<file path="src/core/sacs_map.svh">
`ifndef SACS_MAP_SVH
`define SACS_MAP_SVH
`define SACS_NBITS        8
`define SACS_NCHAN        8
`define SACS_ACQ_START    7'd4
`define SACS_ACQ_END      7'd8
`define SACS_BIT_CLKS     3'd7
`define SACS_RESULT_EDGE  7'd64
`define SACS_EOC_EDGE     7'd65
`define SACS_FIRST_EDGE   7'd1
`define SACS_MSB_INDEX    3'd7
`define SACS_CODE_RESET   8'h00
`endif

</file>
<file path="src/core/sacs_pkg.sv">
`include "sacs_map.svh"
package sacs_pkg;
  typedef logic [`SACS_NBITS-1:0] sacs_code_t;
  typedef enum logic [1:0] {SACS_IDLE, SACS_ARMED, SACS_RUN} sacs_state_e;
  typedef struct packed {
    sacs_state_e state;
    logic [6:0]  cnt;
    logic [2:0]  phase;
    logic        eoc;
    logic        acq;
    sacs_code_t  result;
    sacs_code_t  oe;
  } sacs_ctl_s;
  typedef struct packed {
    logic       ale_prev;
    logic [2:0] chan;
    sacs_code_t level;
  } sacs_mux_s;
  typedef struct packed {
    sacs_code_t held;
    sacs_code_t code;
    logic [2:0] idx;
  } sacs_sar_s;
endpackage : sacs_pkg

</file>
<file path="src/core/sacs_link_if.sv">
`timescale 1ns/10ps
interface sacs_link_if import sacs_pkg::*; ();
  sacs_code_t live_level;
  logic       hold_load;
  logic       sar_clear;
  logic       bit_step;
  sacs_code_t code_next;
  modport ctl_mp (input code_next, output hold_load, sar_clear, bit_step);
  modport mux_mp (output live_level);
  modport sar_mp (input live_level, hold_load, sar_clear, bit_step,
                  output code_next);
endinterface : sacs_link_if

</file>
<file path="src/core/sacs_sequencer.sv">
`timescale 1ns/10ps
`include "sacs_map.svh"
module sacs_sequencer import sacs_pkg::*; #(
  parameter int NCH = `SACS_NCHAN
) (
  input  wire logic                            clk,
  input  wire logic                            resetn,
  input  wire logic                            ale,
  input  wire logic [2:0]                      channel_select,
  input  wire logic [NCH-1:0][`SACS_NBITS-1:0] analog_channel,
  input  wire logic                            start,
  input  wire logic                            output_enable,
  output logic                                 eoc,
  output logic                                 sample_window,
  output logic [`SACS_NBITS-1:0]               result_bus_o,
  output logic [`SACS_NBITS-1:0]               result_bus_oe
);
  sacs_ctl_s   r_reg;
  sacs_ctl_s   r_next;
  logic        hold_w;
  logic        clear_w;
  logic        step_w;
  logic        load_w;
  sacs_link_if lk ();

  sacs_chan_mux #(.NCH(NCH)) u_mux (
    .clk            (clk),
    .resetn         (resetn),
    .ale            (ale),
    .channel_select (channel_select),
    .analog_channel (analog_channel),
    .lk             (lk)
  );

  sacs_sar u_sar (
    .clk    (clk),
    .resetn (resetn),
    .lk     (lk)
  );

  // Edge n after start falls is the edge that moves cnt to n
  always_comb begin
    r_next  = r_reg;
    hold_w  = 1'b0;
    clear_w = 1'b0;
    step_w  = 1'b0;
    load_w  = 1'b0;
    r_next.oe = {`SACS_NBITS{output_enable}};
    if (start) begin
      // Held start keeps the sequencer at rest; eoc and the output register keep their values
      r_next.state = SACS_ARMED;
      r_next.cnt   = '0;
      r_next.phase = '0;
      r_next.acq   = 1'b0;
      clear_w      = 1'b1;
    end else begin
      case (r_reg.state)
        SACS_IDLE: begin
          r_next.acq = 1'b0;
        end
        SACS_ARMED: begin
          r_next.state = SACS_RUN;
          r_next.cnt   = `SACS_FIRST_EDGE;
        end
        SACS_RUN: begin
          r_next.cnt = r_reg.cnt + 7'd1;
          if (r_next.cnt == `SACS_ACQ_START) begin
            r_next.acq = 1'b1;
          end
          if (r_next.cnt == `SACS_ACQ_END) begin
            r_next.acq   = 1'b0;
            hold_w       = 1'b1;
            r_next.eoc   = 1'b0;
            r_next.phase = '0;
          end
          if (r_reg.cnt >= `SACS_ACQ_END &&
              r_reg.cnt < `SACS_RESULT_EDGE) begin
            if (r_reg.phase == `SACS_BIT_CLKS - 3'd1) begin
              step_w       = 1'b1;
              r_next.phase = '0;
            end else begin
              r_next.phase = r_reg.phase + 3'd1;
            end
          end
          if (r_next.cnt == `SACS_RESULT_EDGE) begin
            load_w        = 1'b1;
            r_next.result = lk.code_next;
          end
          if (r_next.cnt == `SACS_EOC_EDGE) begin
            r_next.eoc   = 1'b1;
            r_next.state = SACS_IDLE;
          end
        end
        default: begin
          r_next.state = SACS_IDLE;
        end
      endcase
    end
  end

  assign lk.hold_load = hold_w;
  assign lk.sar_clear = clear_w;
  assign lk.bit_step  = step_w;

  always_ff @(posedge clk) begin
    if (!resetn) begin
      r_reg       <= '0;
      r_reg.state <= SACS_IDLE;
      r_reg.eoc   <= 1'b1;
    end else begin
      r_reg <= r_next;
    end
  end

  assign eoc           = r_reg.eoc;
  assign sample_window = r_reg.acq;
  assign result_bus_o  = r_reg.result;
  assign result_bus_oe = r_reg.oe;
endmodule : sacs_sequencer

</file>
<file path="src/core/sacs_chan_mux.sv">
`timescale 1ns/10ps
`include "sacs_map.svh"
module sacs_chan_mux import sacs_pkg::*; #(
  parameter int NCH = `SACS_NCHAN
) (
  input  wire logic                              clk,
  input  wire logic                              resetn,
  input  wire logic                              ale,
  input  wire logic [2:0]                        channel_select,
  input  wire logic [NCH-1:0][`SACS_NBITS-1:0]   analog_channel,
  sacs_link_if.mux_mp                            lk
);
  sacs_mux_s r_reg;
  sacs_mux_s r_next;

  always_comb begin
    r_next          = r_reg;
    r_next.ale_prev = ale;
    if (ale && !r_reg.ale_prev) begin
      r_next.chan = channel_select;
    end
    r_next.level = analog_channel[r_reg.chan];
  end

  always_ff @(posedge clk) begin
    if (!resetn) begin
      r_reg <= '0;
    end else begin
      r_reg <= r_next;
    end
  end

  assign lk.live_level = r_reg.level;
endmodule : sacs_chan_mux

</file>
<file path="src/core/sacs_sar.sv">
`timescale 1ns/10ps
`include "sacs_map.svh"
module sacs_sar import sacs_pkg::*; (
  input  wire logic clk,
  input  wire logic resetn,
  sacs_link_if.sar_mp lk
);
  sacs_sar_s  r_reg;
  sacs_sar_s  r_next;
  sacs_code_t trial;
  logic       keep;

  always_comb begin
    trial = r_reg.code | (8'h01 << r_reg.idx);
    keep  = r_reg.held >= trial;
  end

  always_comb begin
    r_next = r_reg;
    if (lk.hold_load) begin
      r_next.held = lk.live_level;
    end
    if (lk.sar_clear) begin
      r_next.code = `SACS_CODE_RESET;
      r_next.idx  = `SACS_MSB_INDEX;
    end else if (lk.bit_step) begin
      r_next.code = keep ? trial : r_reg.code;
      r_next.idx  = r_reg.idx - 3'd1;
    end
  end

  // Final decision is visible the same edge so the result load sees it
  assign lk.code_next = r_next.code;

  always_ff @(posedge clk) begin
    if (!resetn) begin
      r_reg <= '0;
    end else begin
      r_reg <= r_next;
    end
  end
endmodule : sacs_sar

</file>
<file path="config.mk">
export PLATFORM = sky130hd
export DESIGN_NAME = sacs_sequencer
export DESIGN_NICKNAME = d
export VERILOG_FILES = /design/src/core/sacs_pkg.sv /design/src/core/sacs_link_if.sv /design/src/core/sacs_sequencer.sv /design/src/core/sacs_chan_mux.sv /design/src/core/sacs_sar.sv
export VERILOG_INCLUDE_DIRS = /design/src /design/src/core
export SDC_FILE = /design/constraint.sdc
export NUM_CORES = 1
export LEC_CHECK = 0
export BUFFER_PORTS_ARGS = -buffer_cell sky130_fd_sc_hd__buf_4
export CAP_MARGIN = 20
export CORE_MARGIN = 2
export CORE_UTILIZATION = 35
export DETAILED_ROUTE_END_ITERATION = 12
export GPL_ROUTABILITY_DRIVEN = 0
export PLACE_DENSITY_LB_ADDON = 0.3
export RECOVER_POWER = 50
export SKIP_LAST_GASP = 1
export SLEW_MARGIN = 20
export SYNTH_ARGS = -nofsm -noshare
export SYNTH_HDL_FRONTEND = slang
export SYNTH_HIERARCHICAL = 1
export SYNTH_SLANG_ARGS = --single-unit
</file>
<file path="constraint.sdc">
create_clock -name clk -period 2.7 [get_ports clk]
set_input_delay 0.135 -clock clk [delete_from_list [all_inputs] [get_ports clk]]
set_output_delay 0.135 -clock clk [all_outputs]
set_load 0.005 [all_outputs]
</file>
# ---- Word-level counts from Yosys, hierarchy flattened
# Cells that the tools add are included.
dict set report word_totals {
  reg_bits 54
  inputBits 72
  output_inout_bits 18
}
dict set report op_classes {
  n_addsub 3
  order_cmp 4
  n_eq_ne 11
  shift 1
  n_mux 24
  bitwise_logic 4
  n_reduce_logical 16
}
# operator n
set ops {}
lappend ops {{11-bit 2-to-1 mux} 3}
lappend ops {{8-bit binary-select mux with 3-bit select} 1}
lappend ops {{8-bit 2-to-1 mux} 2}
lappend ops {{7-bit == test, second input constant} 2}
lappend ops {{7-bit one-hot mux with 2 select lines} 1}
lappend ops {{1-bit 2-to-1 mux} 10}
lappend ops {{2-bit nonzero test} 5}
lappend ops {{8-bit greater-or-equal comparator} 1}
lappend ops {{8-bit bitwise OR} 1}
lappend ops {{2-bit AND reduction} 4}
lappend ops {{1-bit by 3-bit << shifter with 8-bit output, first input constant} 1}
lappend ops {{7-bit by 1-bit adder with 7-bit output, second input constant} 1}
lappend ops {{7-bit by 3-bit == test with 1-bit output, second input constant} 1}
lappend ops {{7-bit by 4-bit == test with 1-bit output, second input constant} 1}
lappend ops {{7-bit by 4-bit greater-or-equal comparator with 1-bit output, second input constant} 1}
lappend ops {{7-bit less-than comparator, second input constant} 1}
lappend ops {{3-bit 2-to-1 mux} 2}
lappend ops {{3-bit inequality test, second input constant} 2}
lappend ops {{2-bit one-hot mux with 3 select lines} 1}
lappend ops {{3-bit AND reduction} 2}
lappend ops {{5-bit 2-to-1 mux} 1}
lappend ops {{3-bit by 4-bit less-than comparator with 1-bit output, second input constant} 1}
lappend ops {{4-bit 2-to-1 mux} 1}
lappend ops {{2-bit inequality test, second input constant} 2}
lappend ops {{other kinds (12)} 15}

# ---- Longest topological paths before layout
# Gate-level depths: netlist of run 1.
dict set report logic_depth {
  word_depth 7
  mapped_depth 12
  mapped_depth_nobuf 11
}

# ---- Modules after synthesis
# Netlist of run 1, hierarchy kept.
# mod n_inst cells_per_inst area_each_um2 seq_area_each_um2
set modules_own_cells {}
lappend modules_own_cells {sacs_sequencer 1 172 1430.1 460.4}
lappend modules_own_cells {sacs_sar 1 136 1149.9 380.4}
lappend modules_own_cells {sacs_chan_mux 1 78 908.4 240.2}

# ---- Worst setup path after synthesis of run 1
# OpenSTA, ideal clock, no wires.
dict set report synth_timing {
  kind {register -> register}
  start {register r_reg[28] (netlist name)}
  end {register r_reg, in the netlist result_bus_o[4]}
  arrival_ns 2.465
  setup_slack_ns 0.163
  path_stages_with_launch 13
  n_path_buf 2
  synth_period_minus_slack_ns 2.537
  path_cell_list {dfxtp_1 > inv_1 > ha_1 > buf_1 > nand2_1 > nor4_1 > nand2_1 > a221oi_2 > o21ai_2 > o22ai_1 > buf_4 > nand2_1 > mux2i_1}
}
# item line_no
set synth_lines {}
lappend synth_lines {{to (signal assigned)} sacs_sequencer.sv:111} ;# r_reg <= r_next;
lappend synth_lines {{to (decl)} sacs_sequencer.sv:18} ;# sacs_ctl_s r_reg;

==> metrics.cfg, run 1 <==
[power]
switching_share = 0.264
combPwrFrac = 0.161
internal_power_w = 0.00116
leakage_nw = 1.61
ir_worst_vdd_uv = 196
pwr-share-seq = 0.533
power.density_mw_per_mm2 = 386
power_switching_w = 0.000416
clkPwrFrac = 0.307

[yosys]
ys_async_sr_fraction = 0
yosys_warnings = 6
ys_top_cells_by_count = 54 x dfxtp_1, 41 x nand2_1, 37 x mux2i_1, 36 x buf_4, 21 x inv_1
netlist_instances = 386
synth_nets = 478
synth_most_common_cell = dfxtp_1
synth_top_area_cell = dfxtp_1
synth.yosys.seq_area_share = 0.310
netlist.area_leader.share = 0.310
synth_edf_count = 0
synth.distinct_cells = 53
ys_ff_latch = 54
ys.flop_type = dfxtp_1
syn_area_per_cell_um2 = 9.04
ys_top_cells_by_area = dfxtp_1 31%, mux2i_1 11%, buf_4 7.7%
netlist_area_mm2 = 0.00349

[timing]
rsz0062_at_grt = false
post-route-period-util = 0.902
tns_ps = 0
slew_headroom = 0.00323
fin_worst_skew_ps = 12.1
period_minus_slack_ps = 2440
fin_ws_ps = 263
finalMaxSlewViolations = 0
hold_viol = 0
setup_violations = 0
fmax_mhz = 410
tightest_slew_ps = 1500
whs_ps = 13.5

[detailed_routing]
vias = 2808
ant_nets = 0
route.detailed.drc = 0
totalWireLength_um = 7410
drtIter0Drc = 93
via_per_inst = 4.94
drt-wirelength-per-cell_um = 13.0
drt-pass1-iter-count = 4

[critical_path]
arrival_ps = 2650
slowest_stage = dfxtp_1
r2r-end = u_sar/r_reg[17]
worstPathCellList = ha_1 > nand3_1 > xor2_1 > nand4_2 > nor4_2 > buf_4 > mux2i_1 > nor2b_1
critical-path-max-stage-delay_ps = 480
crit_family = simple AND/OR/NAND/NOR gates
path_buf_inv = 1
cp_num_cells = 8
r2r_cells = 8
r2r-start = r_reg[21]
crit_path_max_fanout = 9
startpoint_type = flip-flop
rrSetupSlack_ps = 260
worst_ep_required_time_ps = 2910
end_kind = flip-flop
path_class = reg2reg

[layout]
num-fill-cells = 995
syn_to_final_growth_pct = 16.7
finalCoreUtilization = 0.418
nets = 526
drive_gt1_frac = 0.267
seqCellArea_mm2 = 0.00108
largest_reg_flops = 19
multiInputGateArea_mm2 = 0.00196
antennaDiodeCount = 0

[global_routing]
overflow = 0
grt_pass1_wl_um = 12800
grt_pass1_vias = 2736
grt_usage = 0.142
antenna_found_initial = 0
grt_max_degree = 47

[clocking]
ctsRootBufferMaster = clkbuf_8
post_cts_buffers = 0
clock_path_buffers = 2
cts_made_buffers = 5
clkSinkCount = 54
cts_tree = built
htreeDepth = 2
clkLatencyLatePin_ps = 320
path_clk_slew_ps = 110
postCtsHoldBufs = 0
cts_resized = 0

[worst_hold_path]
hp-class = in2reg
min_from = output_enable
holdPathEnd = result_bus_oe[0]
min_delay_path_depth = 2

[floorplanning]
die_x_um = 104
initial_core_util = 0.359
num_rows = 36
core_mm2 = 0.00973
ios = 90
dieArea_mm2 = 0.0108
fp.dieH_um = 104

[outcome]
violations = max-capacitance violations
status = complete, but fails checks

[placement]
post-place-ws_ps = 295
hpwl_um = 5770
portBuffers = 89

[flow_run]
max_cap_viol_count = 1

-- final cells by class --
class / instances / share of cell area
Clock buffer: 5 / 0.0169
Clock inverter: 3 / 0.00553
Inverter: 21 / 0.0194
Multi-Input combinational cell: 258 / 0.482
Sequential cell: 54 / 0.266
Tap cell: 133 / 0.0409
Timing Repair Buffer: 94 / 0.170
-- metal layers --
metal / vias up / track usage / wire [um]
met5: - / 0 / 0
met4: 0 / 0.0463 / 119
met2: 94 / 0.237 / 3450
met3: 7 / 0.0271 / 400
met1: 1284 / 0.185 / 3440
li1: 1423 / - / -
-- worst max-delay path by stage --
stage,start,end,slack (ps)
3_3_place_gp,r_reg[21],u_sar/r_reg[16],330
6_report,r_reg[21],u_sar/r_reg[17],260
2_1_floorplan,r_reg[28],result_bus_o[4],160
5_1_grt,r_reg[21],u_sar/r_reg[16],20
4_1_cts,r_reg[21],u_sar/r_reg[17],250
3_5_place_dp,r_reg[21],u_sar/r_reg[17],300
-- metrics by stage --
step / power (W) / cells / instance area, um2
after floorplan: 0.00102 / 386 / 3490
after global placement: 0.00111 / 560 / 4010
after detailed placement: 0.00111 / 560 / 4010
after CTS: 0.00159 / 568 / 4100
after global routing: 0.00165 / 568 / 4070
final: 0.00157 / 568 / 4070
-- cells in the final DEF (no fill, tap or decap), drive strengths merged, types with 4 or more instances in the layout --
master,count
nor3,4
ha,20
o211a,8
a21oi,15
o21a,4
and2,6
inv,23
nor2b,16
a22oi,10
nor2,9
mux4,8
nand3,10
clkbuf,24
o22ai,11
nand2,41
nand2b,6
buf,75
dfxtp,54
mux2i,37
o21ai,19
-- logic make-up after synthesis --
| family | count (synthesis) | synth area share |
|---|---|---|
| adder cells (fa/ha/maj) | 20 | 0.0717 |
| multiplexers | 45 | 0.158 |
| AO/OA/AOI/OAI | 83 | 0.166 |
| buffers and inverters | 74 | 0.124 |
| AND/OR/NAND/NOR | 105 | 0.158 |
| flip-flops | 54 | 0.310 |
| XOR/XNOR | 5 | 0.0126 |
-- worst reg2reg max path, delay by kind of cell, from the launching register on --
family	cells	cell delay [ps]
multiplexers	1	210
buffers and inverters	1	240
adder cells (fa/ha/maj)	1	370
flip-flops	1	480
XOR/XNOR	1	300
AND/OR/NAND/NOR	4	730
-- power groups by stage --
stage / combinational (W) / sequential, W / clock (W)
floorplan: 0.000174 / 0.000846 / 0
global placement: 0.000250 / 0.000857 / 0
detailed placement: 0.000254 / 0.000858 / 0
CTS: 0.000255 / 0.000839 / 0.000495
global route: 0.000278 / 0.000843 / 0.000527
finish: 0.000253 / 0.000838 / 0.000482
No activity file was read; power rests on OpenSTA's default activity.
==> inputs of run 2 (changes only) <==
--- a/config.mk
+++ b/config.mk
@@ -18,5 +18,4 @@
 export SLEW_MARGIN = 20
 export SYNTH_ARGS = -nofsm -noshare
 export SYNTH_HDL_FRONTEND = slang
-export SYNTH_HIERARCHICAL = 1
 export SYNTH_SLANG_ARGS = --single-unit
==> metrics.cfg, run 2 <==
[floorplanning]
initial_core_util = 0.362
ios = 90
core_mm2 = 0.00924
die_x_um = 102
num_rows = 35
dieArea_mm2 = 0.0104
fp.dieH_um = 102

[yosys]
synth_edf_count = 0
ys_top_cells_by_area = dfxtp_1 32%, mux4_2 11%, ha_1 7.5%
synth.yosys.seq_area_share = 0.323
netlist_instances = 350
yosys_warnings = 0
synth.distinct_cells = 53
ys_async_sr_fraction = 0
netlist_area_mm2 = 0.00335
ys_top_cells_by_count = 54 x dfxtp_1, 35 x nand2_1, 22 x nor2_1, 20 x ha_1, 20 x mux2i_1
synth_most_common_cell = dfxtp_1
synth_nets = 442
ys_ff_latch = 54
ys.flop_type = dfxtp_1
netlist.area_leader.share = 0.323
syn_area_per_cell_um2 = 9.57
synth_top_area_cell = dfxtp_1

[critical_path]
slowest_stage = nor3_1
r2r-end = r_reg[20]
worstPathCellList = ha_1 > nand3_2 > xor2_1 > nand2_1 > nor3_1 > a311oi_1
arrival_ps = 2630
startpoint_type = flip-flop
r2r-start = r_reg[21]
r2r_cells = 6
crit_path_max_fanout = 12
end_kind = flip-flop
rrSetupSlack_ps = 250
worst_ep_required_time_ps = 2880
path_buf_inv = 0
critical-path-max-stage-delay_ps = 550
path_class = reg2reg
crit_family = simple AND/OR/NAND/NOR gates

[worst_hold_path]
min_from = output_enable
hp-class = in2reg
holdPathEnd = result_bus_oe[0]
min_delay_path_depth = 2

[timing]
fin_worst_skew_ps = 9.99
fmax_mhz = 408
post-route-period-util = 0.907
slew_headroom = 0.00363
tns_ps = 0
whs_ps = 21.6
finalMaxSlewViolations = 0
fin_ws_ps = 251
setup_violations = 0
tightest_slew_ps = 1490
rsz0062_at_grt = false
hold_viol = 0
period_minus_slack_ps = 2450

[detailed_routing]
vias = 2757
drt-pass1-iter-count = 4
ant_nets = 0
via_per_inst = 5.06
drtIter0Drc = 77
drt-wirelength-per-cell_um = 13.6
route.detailed.drc = 0
totalWireLength_um = 7420

[layout]
nets = 507
seqCellArea_mm2 = 0.00108
num-fill-cells = 892
layout_common_cells = 75 x buf_4, 54 x dfxtp_1, 35 x nand2_1
largest_reg_flops = 19
drive_gt1_frac = 0.308
multiInputGateArea_mm2 = 0.00200
syn_to_final_growth_pct = 23.0
fin_cells = 545
mostFrequentLayoutCell = buf_4
antennaDiodeCount = 0

[global_routing]
grt_pass1_wl_um = 12500
grt_usage = 0.149
overflow = 0
antenna_found_initial = 0
grt_max_degree = 39
grt_pass1_vias = 2702

[clocking]
cts_made_buffers = 5
clock_path_buffers = 2
clkSinkCount = 54
postCtsHoldBufs = 0
ctsRootBufferMaster = clkbuf_8
cts_tree = built
path_clk_slew_ps = 100
cts_resized = 0
post_cts_buffers = 0
clkLatencyLatePin_ps = 310
htreeDepth = 2

[placement]
place_inst = 537
post-place-ws_ps = 272
portBuffers = 89
hpwl_um = 5850

[power]
p_total_w = 0.00168
ir_worst_vdd_uv = 246
leakage_nw = 1.54
power.density_mw_per_mm2 = 409

[outcome]
violations = max-capacitance violations
status = complete, but fails checks

[flow_run]
max_cap_viol_count = 1

run 2: cell types whose count changed after synthesis, moves of 9 or more:
cell,change
a22oi_1,-10
o21ai_0,-10
o22ai_1,-11
buf_4,-19
a31oi_1,+9
mux2i_1,-17
nor2_1,+14
run 2: worst max path at each step:
| stage | start | to | slack (ps) | cells after the start |
|---|---|---|---|---|
| global route | u_sar.r_reg[0] | result_bus_o[5] | 6 | 10 |
| finish | r_reg[21] | r_reg[20] | 250 | 6 |
| global placement | r_reg[21] | r_reg[20] | 370 | 6 |
| detailed placement | u_sar.r_reg[0] | result_bus_o[5] | 270 | 10 |
| floorplan | u_sar.r_reg[0] | result_bus_o[1] | 570 | 10 |
| CTS | u_sar.r_reg[0] | result_bus_o[5] | 250 | 10 |
run 2: final cells by class:
| cell class | instances | share of cell area |
|---|---|---|
| clock buffers | 6 | 0.0201 |
| well taps | 129 | 0.0392 |
| clock inverters | 2 | 0.00942 |
| inverters | 14 | 0.0128 |
| repair buffers | 94 | 0.170 |
| multi-input cells | 246 | 0.486 |
| flip-flops and latches | 54 | 0.263 |
run 2: cells by family (layout without fill, tap and decap cells):
group	after synthesis	after routing	share of synthesized area
buf+inv	50	116	0.0818
compound gates	74	74	0.165
mux	37	37	0.171
fa+ha+maj	20	20	0.0747
xor+xnor	3	3	0.00785
simple gates	112	112	0.177
flops	54	54	0.323
run 2: through the flow:
stage           util  area [um2]
4_1_cts        0.446        4120
3_3_place_gp   0.433        4000
3_5_place_dp   0.433        4000
5_1_grt        0.446        4120
2_1_floorplan      -        3350
6_report       0.446        4120
run 2: power breakdown:
group,leakage [nW],switching [W],internal (W)
registers,0.440,0.0000179,0.000817
logic,1.04,0.000104,0.000159
clock network,0.0618,0.000281,0.000306
total,1.54,0.000403,0.00128
run 2: layer usage:
| layer | share of wire | wire (um) | GRT usage |
|---|---|---|---|
| met1 | 0.45 | 3380 | 0.197 |
| met2 | 0.47 | 3470 | 0.250 |
| met3 | 0.064 | 475 | 0.0311 |
| met4 | 0.013 | 97 | 0.0374 |
| met5 | 0 | 0 | 0 |
==> inputs of run 3 (changes only) <==
--- a/config.mk
+++ b/config.mk
@@ -6,6 +6,7 @@
 export SDC_FILE = /design/constraint.sdc
 export NUM_CORES = 1
 export LEC_CHECK = 0
+export ABC_AREA = 1
 export BUFFER_PORTS_ARGS = -buffer_cell sky130_fd_sc_hd__buf_4
 export CAP_MARGIN = 20
 export CORE_MARGIN = 2
==> metrics.cfg, run 3 <==
[clocking]
cts_tree = built
htreeDepth = 2
cts_resized = 0
clkLatencyLatePin_ps = 320
post_cts_buffers = 0
clock_path_buffers = 2
ctsRootBufferMaster = clkbuf_8
path_clk_slew_ps = 110
clkSinkCount = 54
cts_made_buffers = 5
postCtsHoldBufs = 2

[timing]
whs_ps = 100
period_minus_slack_ps = 2210
hold_viol = 0
finalMaxSlewViolations = 0
fin_worst_skew_ps = 10.7
tightest_slew_ps = 814
fmax_mhz = 452
slew_headroom = 0.456
setup_violations = 0
rsz0062_at_grt = false
fin_ws_ps = 487
tns_ps = 0
post-route-period-util = 0.820

[outcome]
status = complete, no violations

[yosys]
yosys_warnings = 0
ys_ff_latch = 54
netlist_instances = 480
synth_top_area_cell = dfxtp_1
ys_top_cells_by_count = 83 x nand2_1, 75 x nor2_1, 54 x dfxtp_1, 45 x o21ai_0
syn_area_per_cell_um2 = 6.90
synth_most_common_cell = nand2_1
synth.distinct_cells = 33
ys_async_sr_fraction = 0
synth_nets = 572
ys.flop_type = dfxtp_1
ys_top_cells_by_area = dfxtp_1 33%, nand2_1 9.4%, nor2_1 8.5%
synth_edf_count = 0
netlist.area_leader.share = 0.326
synth.yosys.seq_area_share = 0.326
netlist_area_mm2 = 0.00331

[layout]
antennaDiodeCount = 0
nets = 641
largest_reg_flops = 19
syn_to_final_growth_pct = 22.8
design_area_mm2 = 0.00407
layout_common_cells = 83 x nand2_1, 76 x nor2_1, 71 x buf_4
mostFrequentLayoutCell = nand2_1
drive_gt1_frac = 0.222

[floorplanning]
fp.dieH_um = 101
ios = 90
initial_core_util = 0.360
die_x_um = 101
num_rows = 35
core_mm2 = 0.00920
dieArea_mm2 = 0.0103

[global_routing]
overflow = 0
grt_max_degree = 34
grt_usage = 0.158
grt_pass1_vias = 3046
grt_pass1_wl_um = 13300
antenna_found_initial = 0

[placement]
post-place-ws_ps = 513
portBuffers = 89
dpl_cell_area_mm2 = 0.00395
hpwl_um = 6260

[detailed_routing]
totalWireLength_um = 8020
drt-wirelength-per-cell_um = 12.1
via_per_inst = 4.98
drt-pass1-iter-count = 5
drtIter0Drc = 139
ant_nets = 0
route.detailed.drc = 0
vias = 3289

[critical_path]
critical-path-max-stage-delay_ps = 390
crit_path_max_fanout = 8
worst_ep_required_time_ps = 2930
arrival_ps = 2440
end_kind = flip-flop
rrSetupSlack_ps = 490
slowest_stage = dfxtp_1
worstPathCellList = inv_1 > ha_1 > a21oi_1 > ha_1 > a21oi_1 > nor2_1 > nor3_1 > nand2_1 > nand2_1 > nand2_1 > nand3_1 > nand2_1
path_class = reg2reg
cpMostUsedCell = nand2_1
path_buf_inv = 1
startpoint_type = flip-flop
crit_family = simple AND/OR/NAND/NOR gates

[power]
power.density_mw_per_mm2 = 419
ir_worst_vdd_uv = 229
leakage_nw = 1.91
p_total_w = 0.00170

[flow_run]
max_cap_viol_count = 0

[worst_hold_path]
hp-class = in2reg

## run 3: cell types whose count changed after synthesis, moves of 16 or more
cell / change
nand3_1: +24
a21oi_1: +22
inv_1: +27
o22ai_1: +16
mux2i_1: -20
o21ai_0: +39
nand2_1: +48
mux4_2: -16
nor2_1: +53
## run 3: final timing paths
check / start / endpoint / cells past startpoint
setup reg to reg: u_sar.r_reg[1] / result_bus_o[2] / 12
setup / recovery: u_sar.r_reg[1] / result_bus_o[2] / 12
hold / removal: channel_select[1] / u_mux.r_reg[9] / 3
hold reg to reg: u_sar.r_reg[18] / u_sar.r_reg[18] / 2
## run 3: logic make-up (layout without fill, tap and decap cells)
family | after synthesis | after routing | share of synthesized area
buf+inv | 80 | 150 | 0.113
compound gates | 110 | 110 | 0.177
flops | 54 | 54 | 0.326
xor+xnor | 1 | 1 | 0.00491
simple gates | 215 | 215 | 0.304
fa+ha+maj | 20 | 20 | 0.0755
## run 3: through the flow
step	util	cells
after floorplan	-	480
after global placement	0.429	651
after detailed placement	0.429	651
after CTS	0.444	661
after global routing	0.442	661
final	0.442	661
## run 3: report_power, final
| group | switching [W] | internal [W] | total, W |
|---|---|---|---|
| clock | 0.000291 | 0.000283 | 0.000575 |
| sequential | 0.0000199 | 0.000821 | 0.000841 |
| combinational | 0.000153 | 0.000136 | 0.000289 |
| total | 0.000464 | 0.00124 | 0.00170 |
## run 3: worst min-delay path: stages
cell and delay [ps]:
buf_4 70, o21ai_0 70, a21oi_1 100
## run 3: per-layer routing
layer | share of wire | GRT usage | vias to the layer above
met2 | 0.47 | 0.280 | 127
met5 | 0 | 0 | -
met4 | 0.010 | 0.0416 | 0
met1 | 0.45 | 0.196 | 1447
li1 | - | - | 1705
met3 | 0.067 | 0.0311 | 10
## run 3: layout make-up
| cell class | instances | area [um2] |
|---|---|---|
| Clock buffer | 5 | 68.8 |
| Clock inverter | 3 | 47.5 |
| Fill cell | 961 | 5130 |
| Inverter | 49 | 185 |
| Multi-Input combinational cell | 346 | 1850 |
| Sequential cell | 54 | 1080 |
| Tap cell | 111 | 139 |
| Timing Repair Buffer | 93 | 699 |
